`src/design/countdown_pkg.sv`:
```
// Constants for the periodic countdown timer register block.
// Assumes an 8-bit register port with byte addresses as printed.
package countdown_pkg;
  localparam logic [7:0] preset_low_addr = 8'h0a;
  localparam logic [7:0] preset_high_addr = 8'h0b;
  localparam logic [7:0] live_low_addr = 8'h0c;
  localparam logic [7:0] live_high_addr = 8'h0d;
  localparam int preset_width = 12;
  localparam int low_width = 8;
  localparam int high_width = 4;
  localparam logic [7:0] preset_low_reset = 8'h00;
  localparam logic [3:0] preset_high_reset = 4'h0;
  localparam logic [11:0] counter_reset = 12'h000;
  localparam logic [3:0] shadow_reset = 4'h0;
endpackage

```
`src/design/countdown_regs.sv`:
```
// Register block of the periodic countdown timer: preset and live value.
// Assumes the serial link front end decodes byte accesses into one-cycle
// read and write strobes on clk, with address and write data valid alongside.
//
// Summary of operation
// - Low preset byte writable, reset zero
// - High preset nibble bits 3:0, upper zero
// - Reload from preset at zero when repeating
// - Preset reads return preset, not counter
// - Preset writes ignored while protection active
// - Live low byte readable at 0Ch
// - Live high nibble at 0Dh, upper zero
// - Live registers read-only, writes discarded
// - Enabled low read captures high nibble shadow
// - High read returns captured shadow nibble
// - Disabling freezes both live registers
// - Period equals preset plus one over timer clock
`timescale 1ns/100ps
module countdown_regs (
  input wire logic clk,
  input wire logic rst,
  input wire logic [7:0] addr,
  input wire logic [7:0] wdata,
  input wire logic wr_stb,
  input wire logic rd_stb,
  output logic [7:0] rdata,
  input wire logic write_protect,
  input wire logic countdown_run_enable,
  input wire logic repeat_reload_bit,
  input wire logic timer_tick,
  output logic countdown_expired
);
  logic [7:0] preset_low_reg;
  logic [7:0] preset_low_next;
  logic [3:0] preset_high_reg;
  logic [3:0] preset_high_next;
  logic [3:0] shadow_reg;
  logic [3:0] shadow_next;
  logic [11:0] live_reg;
  logic [11:0] live_next;
  logic [7:0] rdata_reg;
  logic [7:0] rdata_next;
  logic [11:0] count;
  logic wr_open;
  logic wr_preset_low;
  logic wr_preset_high;

  // Period is preset + 1 ticks of the timer clock (one tick reloads at zero); software picks the preset
  countdown_core #(
    .width(countdown_pkg::preset_width)
  ) core (
    .clk(clk),
    .rst(rst),
    .run(countdown_run_enable),
    .tick(timer_tick),
    .repeat_reload_bit(repeat_reload_bit),
    .preset({preset_high_reg, preset_low_reg}),
    .count(count),
    .expired(countdown_expired)
  );

  // Protection gates the strobe once, so both preset bytes see one decision
  assign wr_open = wr_stb && !write_protect;
  assign wr_preset_low = wr_open && (addr == countdown_pkg::preset_low_addr);
  assign wr_preset_high = wr_open && (addr == countdown_pkg::preset_high_addr);

  always_comb begin
    preset_low_next = preset_low_reg;
    preset_high_next = preset_high_reg;
    shadow_next = shadow_reg;
    live_next = live_reg;
    rdata_next = rdata_reg;
    // Live copy lags the counter by one cycle and stops with the enable bit
    if (countdown_run_enable) begin
      live_next = count;
    end
    if (wr_preset_low) begin
      preset_low_next = wdata;
    end
    if (wr_preset_high) begin
      preset_high_next = wdata[3:0];
    end
    // Live registers have no write path at all
    if (rd_stb) begin
      unique case (addr)
        countdown_pkg::preset_low_addr: rdata_next = preset_low_reg;
        countdown_pkg::preset_high_addr: rdata_next = {4'h0, preset_high_reg};
        countdown_pkg::live_low_addr: begin
          // Low byte and shadow come from one registered copy, so a pair whose low read is made while enabled never tears
          rdata_next = live_reg[7:0];
          if (countdown_run_enable) begin
            shadow_next = live_reg[11:8];
          end
        end
        countdown_pkg::live_high_addr: rdata_next = {4'h0, shadow_reg};
        default: rdata_next = 8'h00;
      endcase
    end
  end

  always_ff @(posedge clk) begin
    if (rst) begin
      preset_low_reg <= countdown_pkg::preset_low_reset;
      preset_high_reg <= countdown_pkg::preset_high_reset;
      shadow_reg <= countdown_pkg::shadow_reset;
      live_reg <= countdown_pkg::counter_reset;
      rdata_reg <= 8'h00;
    end else begin
      preset_low_reg <= preset_low_next;
      preset_high_reg <= preset_high_next;
      shadow_reg <= shadow_next;
      live_reg <= live_next;
      rdata_reg <= rdata_next;
    end
  end

  assign rdata = rdata_reg;
endmodule

```
`src/design/countdown_core.sv`:
```
// Twelve-bit down counter with optional reload from the preset.
// Assumes tick is a one-cycle pulse on clk from the selected timer clock.
`timescale 1ns/100ps
module countdown_core #(
  parameter int width = 12
) (
  input wire logic clk,
  input wire logic rst,
  input wire logic run,
  input wire logic tick,
  input wire logic repeat_reload_bit,
  input wire logic [width-1:0] preset,
  output logic [width-1:0] count,
  output logic expired
);
  logic [width-1:0] count_reg;
  logic [width-1:0] count_next;
  logic expired_reg;
  logic expired_next;

  always_comb begin
    count_next = count_reg;
    expired_next = 1'b0;
    if (run && tick) begin
      if (count_reg == '0) begin
        if (repeat_reload_bit) begin
          count_next = preset;
        end
      end else begin
        count_next = count_reg - 1'b1;
        expired_next = (count_reg == width'(1));
      end
    end
  end

  always_ff @(posedge clk) begin
    if (rst) begin
      count_reg <= '0;
      expired_reg <= 1'b0;
    end else begin
      count_reg <= count_next;
      expired_reg <= expired_next;
    end
  end

  assign count = count_reg;
  assign expired = expired_reg;
endmodule

```
`config.mk`:
```
export PLATFORM = sky130hd
export DESIGN_NAME = countdown_regs
export DESIGN_NICKNAME = d
export VERILOG_FILES = /design/src/design/countdown_pkg.sv /design/src/design/countdown_regs.sv /design/src/design/countdown_core.sv
export SDC_FILE = /design/constraint.sdc
export NUM_CORES = 1
export LEC_CHECK = 0
export BUFFER_PORTS_ARGS = -buffer_cell sky130_fd_sc_hd__buf_2
export CAP_MARGIN = 10
export CORE_MARGIN = 2
export CORE_UTILIZATION = 45
export CTS_CLUSTER_DIAMETER = 120
export CTS_CLUSTER_SIZE = 8
export DETAILED_ROUTE_END_ITERATION = 16
export PLACE_DENSITY = 0.65
export SLEW_MARGIN = 10
export SYNTH_ARGS = -nofsm -noshare
export SYNTH_HDL_FRONTEND = slang
export SYNTH_SLANG_ARGS = --single-unit
```
`constraint.sdc`:
```
create_clock -name clk -period 2 [get_ports clk]
set_input_delay 0.6 -clock clk [delete_from_list [all_inputs] [get_ports clk]]
set_output_delay 0.6 -clock clk [all_outputs]
set_load 0.02 [all_outputs]
```
==> impl_results.md, run 1 <==
- Status: finished, final reports clean
- Root buffer cell: clkbuf_8
- IO Count: 33
- CP required: 2.22 ns
- Share of cells above drive strength 1: 0.281
- Pin count of the biggest net entering global routing: 56
- CTS tree: built
- Peak supply drop: 0.000863 V
- Maximum root-to-sink buffer count: 2
- Starting Density: 0.472
- Crit. End Element: flip-flop
- Initial antenna violation count: 0
- Clock Latency Late Sink: 0.30 ns
- Synth Instances: 260
- Leakage: 1.30 nW
- Top FF cell, synth: dfxtp_1
- Clk sinks: 49
- Syn. warnings: 0
- Worst Path Arrival: 2.14 ns
- Number of global-route vias before repair: 2078
- Register area share after synthesis: 0.402
- Syn-to-layout area delta: 22.7%
- Grt ovf: 0
- Antenna diodes: 0
- Critical path class: reg2reg
- I/O Buffers: 32
- Fin crit period: 1.92 ns
- WL per Instance: 16.2 um
- Clk pin slew, worst setup/hold paths: 0.09 ns
- Post-route ant nets: 0
- TNS Setup: 0 ns
- Synth Cell Area: 2440 um2
- Max cap viols: 0
- RD Place Congestion: 0.893
- Max frequency: 521 MHz
- Period utilization: 0.960
- Core Rows: 26
- Worst r2r src: core.count[1]$_SDFFE_PP0P_
- First-iteration detailed-routing DRC count: 114
- Final Max Slew Viols: 0
- Yosys reg bits: 49
- Fin. Hold Viols: 0
- Die Wd: 77.7 um
- Core area: 5170 um2
- Crit-path max FO: 5
- Final WL: 6150 um
- Setup violators final: 0
- Via count: 2181
- HP Start: rdata[3]$_SDFFE_PP0P_
- Post-synth top area cell: dfxtp_1
- Mean Syn Cell Area: 9.39 um2
- Clock skew: 0.00766 ns
- H-tree levels: 2
- CTS Buf Count: 5
- Chip height: 77.7 um
- DRC: 0
- NumNets Final: 336
- Commonest non-fill, non-tap cell in the layout: dfxtp_1
- Slew margin rel.: 0.652
- Most frequent cells in the layout: dfxtp_1 (48), mux2i_1 (33), nor2_1 (32), buf_2 (32), buf_4 (27)
- Hold Path Class: reg2reg
- EDFF count, synth: 0
- Final HPWL DP: 4570 um
- Synth cell types: 50
- Total Routing Usage GR: 0.215
- Vias per Instance: 5.74
- Synth top area cells: dfxtp_1 (40%), mux2i_1 (14%), nor2_1 (4.9%), a22oi_1 (2.5%), a21oi_1 (2.3%)
- CP Launch Point: core.count[1]$_SDFFE_PP0P_
- RSZ-0062 raised after global routing: true
- Critical path startpoint category: flip-flop
- First-pass GRT wire length: 10400 um
- Full die area: 6030 um2
- Tightest Pin Transition: 0.520 ns
- Ys async rst share: 0
- Hold Buf Count CTS: 0
- Post-synth net total: 287
- DRT Pass-1 Iters: 4
- Post-synth top area share: 0.402
- PwrDens: 1570 nW/um2
- Tot Pwr: 4.70 mW
-- Yosys cell counts (all sizes together) (5+ instances only) --
library cell / number
nor3: 5
nor2: 32
nor4: 5
nand2: 11
nand3: 5
mux2i: 33
clkbuf: 12
a221oi: 5
buf: 6
a22oi: 8
inv: 8
a21oi: 11
a211o: 5
o21ai: 6
nand2b: 6
o31ai: 7
dfxtp: 49
-- metal layers --
layer / global-route usage / up-vias / share of wire
li1: - / 1069 / -
met1: 0.309 / 1053 / 0.49
met2: 0.335 / 57 / 0.47
met3: 0.0360 / 2 / 0.039
met4: 0.0500 / 0 / 0.0062
met5: 0 / - / 0
-- critical path: stages (launching register included) --
cell,delay [ns]
dfxtp_2,0.33
inv_2,0.07
ha_4,0.13
or4b_4,0.51
o41ai_4,0.36
buf_4,0.19
a21oi_1,0.05
o32ai_2,0.18
-- logic make-up (layout without fill, tap and decap cells) --
| family | Yosys count | after routing | share of synthesized area |
|---|---|---|---|
| buffers and inverters | 26 | 76 | 0.0466 |
| AND/OR/NAND/NOR | 89 | 89 | 0.206 |
| flip-flops | 49 | 49 | 0.402 |
| adder cells (fa/ha/maj) | 3 | 3 | 0.0154 |
| AO/OA/AOI/OAI | 60 | 60 | 0.195 |
| multiplexers | 33 | 33 | 0.135 |
-- layout make-up --
cell class | count | area, um2
inverter | 8 | 30.0
multi-input combinational | 185 | 1380
sequential | 49 | 982
fill | 467 | 2180
clock buffer | 5 | 68.8
timing repair buffer | 60 | 383
tap | 70 | 87.6
clock inverter | 3 | 68.8
-- metrics by stage --
| stage | hold slack (ns) | instances | cell area, um2 | utilization | worst slack [ns] |
|---|---|---|---|---|---|
| floorplan | 0.460 | 260 | 2440 | - | 0.00270 |
| global placement | 0.456 | 369 | 2810 | 0.543 | 0.0583 |
| detailed placement | 0.458 | 369 | 2810 | 0.543 | 0.00877 |
| CTS | 0.473 | 379 | 2970 | 0.575 | 0.0262 |
| global route | 0.507 | 380 | 3000 | 0.579 | -0.0235 |
| finish | 0.469 | 380 | 3000 | 0.579 | 0.0809 |
-- power breakdown --
part           internal [mW]  leakage (nW)  switching, mW
Clock                  0.503        0.0687          0.334
Sequential              1.10         0.396          0.137
Combinational           1.19         0.840           1.44
Total                   2.79          1.30           1.91
-- final timing paths --
| check | to | slack [ns] | cells past startpoint |
|---|---|---|---|
| hold reg to reg | rdata[3]$_SDFFE_PP0P_ | 0.47 | 2 |
| hold / removal | rdata[3]$_SDFFE_PP0P_ | 0.47 | 2 |
| setup / recovery | core.count[5]$_SDFFE_PP0P_ | 0.08 | 7 |
| setup reg to reg | core.count[5]$_SDFFE_PP0P_ | 0.08 | 7 |
-- repair_timing --
action | 4_1_cts | 5_1_grt
pin swaps | 1 | 3
endpoints found under the setup margin | 4 | 9
cloned | 0 | 0
buffers inserted | 2 | 1
resized for setup | 1 | 6
(Power assumes the default switching activity.)
==> run 2, diff against run 1 <==
--- a/config.mk
+++ b/config.mk
@@ -14,2 +14,3 @@
 export DETAILED_ROUTE_END_ITERATION = 16
+export MAX_ROUTING_LAYER = met4
 export PLACE_DENSITY = 0.65
--- a/constraint.sdc
+++ b/constraint.sdc
@@ -3,2 +3,2 @@
 set_output_delay 0.6 -clock clk [all_outputs]
-set_load 0.02 [all_outputs]
+set_load 0.05 [all_outputs]
==> run 2 against run 1 <==
Core utilization stayed put. Critical path type unchanged. Cell count is the same. Largest power group unchanged. Maximum frequency about the same. Register-to-register slack barely moved.
==> impl_results.md, run 2 (synthesis gave the netlist of run 1 again) <==
- Total Routing Usage GR: 0.220 (+0.00572)
- Hold Path Class: reg2reg
- Initial antenna violation count: 0 (unchanged)
- Fin crit period: 1.92 ns (+0.00136 ns)
- NumNets Final: 336 (unchanged)
- DRT Pass-1 Iters: 4 (unchanged)
- WL per Instance: 16.2 um (about the same)
- Most frequent cells in the layout: dfxtp_1 (48), mux2i_1 (33), nor2_1 (32), buf_2 (32), buf_4 (27)
- Tightest Pin Transition: 0.520 ns (-0.000199 ns)
- R2R cell count: 7 (unchanged)
- Grt ovf: 0 (unchanged)
- Post-route ant nets: 0 (unchanged)
- Status: finished, final reports clean
- I/O Buffers: 32 (unchanged)
- Setup violators final: 0 (unchanged)
- Hold Crit Endpoint: rdata[3]$_SDFFE_PP0P_
- Core Rows: 26 (unchanged)
- First-iteration detailed-routing DRC count: 107 (-6.1%)
- RR Endpoint: core.count[5]$_SDFFE_PP0P_
- Syn-to-layout area delta: 22.7% (unchanged)
- Clk pin slew, worst setup/hold paths: 0.09 ns (about the same)
- TNS Setup: 0 ns (unchanged)
- Antenna diodes: 0 (unchanged)
- Crit-path max FO: 5 (unchanged)
- RSZ-0062 raised after global routing: true
- Critical path class: reg2reg
- DRC: 0 (unchanged)
- Final Max Slew Viols: 0 (unchanged)
- Peak supply drop: 0.000861 V (-0.20%)
- Max cap viols: 0 (unchanged)
- CTS Buf Count: 5 (unchanged)
- RD Place Congestion: 0.908 (+1.7%)
- First-pass GRT wire length: 10400 um (about the same)
- Max frequency: 521 MHz (about the same)
- Share of cells above drive strength 1: 0.281 (unchanged)
- Fillers: 467 (unchanged)
- CP required: 2.22 ns (about the same)
- Crit. End Element: flip-flop
- IO Count: 33 (unchanged)
- CTS tree: built
- Slew margin rel.: 0.652 (about the same)
- Starting Density: 0.472 (unchanged)
- Commonest non-fill, non-tap cell in the layout: dfxtp_1
- Worst hold path cell count: 2 (unchanged)
- Hold Buf Count CTS: 0 (unchanged)
- Die Wd: 77.7 um (unchanged)
- Root buffer cell: clkbuf_8
- Final WL: 6150 um (about the same)
- Maximum root-to-sink buffer count: 2 (unchanged)
- H-tree levels: 2 (unchanged)
- Final HPWL DP: 4570 um (unchanged)
- Worst Path Arrival: 2.14 ns (about the same)
- Clock skew: 0.00777 ns (+0.000114 ns)
- PwrDens: 1570 nW/um2 (about the same)
- Fin. Hold Viols: 0 (unchanged)
- Sequential Area: 982 um2 (unchanged)
- Worst r2r src: core.count[1]$_SDFFE_PP0P_
- Period utilization: 0.960 (about the same)
- Tot Pwr: 4.70 mW (about the same)
- HP Start: rdata[3]$_SDFFE_PP0P_
- Critical path startpoint category: flip-flop
- Full die area: 6030 um2 (unchanged)
- Clk sinks: 49 (unchanged)
- Reg-to-reg setup timing slack: 0.08 ns (about the same)
- Clock Latency Late Sink: 0.30 ns (about the same)
- Chip height: 77.7 um (unchanged)
- Via count: 2184 (+0.14%)
- Core area: 5170 um2 (unchanged)
- Pin count of the biggest net entering global routing: 56 (unchanged)
- Number of global-route vias before repair: 2080 (+0.096%)
- Leakage: 1.30 nW (unchanged)
- Vias per Instance: 5.75 (+0.14%)
- Multi-input gate area: 1380 um2 (unchanged)
-- run 2: worst max path at each step --
stage	cells after the start	startpoint	end	slack, ns
2_1_floorplan	7	core.count[0]$_SDFFE_PP0P_	core.count[5]$_SDFFE_PP0P_	0.003
3_3_place_gp	6	core.count[0]$_SDFFE_PP0P_	core.count[5]$_SDFFE_PP0P_	0.06
3_5_place_dp	6	core.count[0]$_SDFFE_PP0P_	core.count[5]$_SDFFE_PP0P_	0.009
4_1_cts	7	core.count[0]$_SDFFE_PP0P_	core.count[5]$_SDFFE_PP0P_	0.03
5_1_grt	7	core.count[1]$_SDFFE_PP0P_	core.count[5]$_SDFFE_PP0P_	-0.02
6_report	7	core.count[1]$_SDFFE_PP0P_	core.count[5]$_SDFFE_PP0P_	0.08
-- run 2: power by group --
part           total (mW)  internal, mW  leakage, nW  switching [mW]
registers            1.24          1.10        0.396           0.138
logic                2.63          1.19        0.840            1.44
clock network       0.837         0.503       0.0687           0.333
-- run 2: per-layer routing --
metal  global-route usage  vias to the layer above  part of all wire
met5                    -                        -                 0
met4               0.0500                        0            0.0062
met2                0.335                       54              0.46
li1                     -                     1070                 -
met3               0.0360                        2             0.036
met1                0.308                     1058              0.49
-- run 2: stage by stage --
stage | hold WS (ns) | cell area [um2] | std cells | util | worst slack [ns]
2_1_floorplan | 0.460 | 2440 | 260 | - | 0.00270
3_3_place_gp | 0.456 | 2810 | 369 | 0.543 | 0.0583
3_5_place_dp | 0.458 | 2810 | 369 | 0.543 | 0.00877
4_1_cts | 0.473 | 2970 | 379 | 0.575 | 0.0262
5_1_grt | 0.506 | 3000 | 380 | 0.579 | -0.0235
6_report | 0.469 | 3000 | 380 | 0.579 | 0.0796
-- run 2: timing repair --
item / 4_1_cts / 5_1_grt
setup endpoints to repair: 4 / 9
setup buffers: 2 / 1
pin swaps: 1 / 3
gates resized for setup: 1 / 6
-- run 2: critical path, stage by stage (launching register included) --
cell	delay, ns
dfxtp_2	0.33
inv_2	0.07
ha_4	0.13
or4b_4	0.51
o41ai_4	0.36
buf_4	0.20
a21oi_1	0.05
o32ai_2	0.18
-- run 2: final cells by class --
class                           instances  area share
Multi-Input combinational cell        185       0.459
Clock inverter                          3      0.0230
Tap cell                               70      0.0292
Inverter                                8      0.0100
Clock buffer                            5      0.0230
Sequential cell                        49       0.328
Timing Repair Buffer                   60       0.128
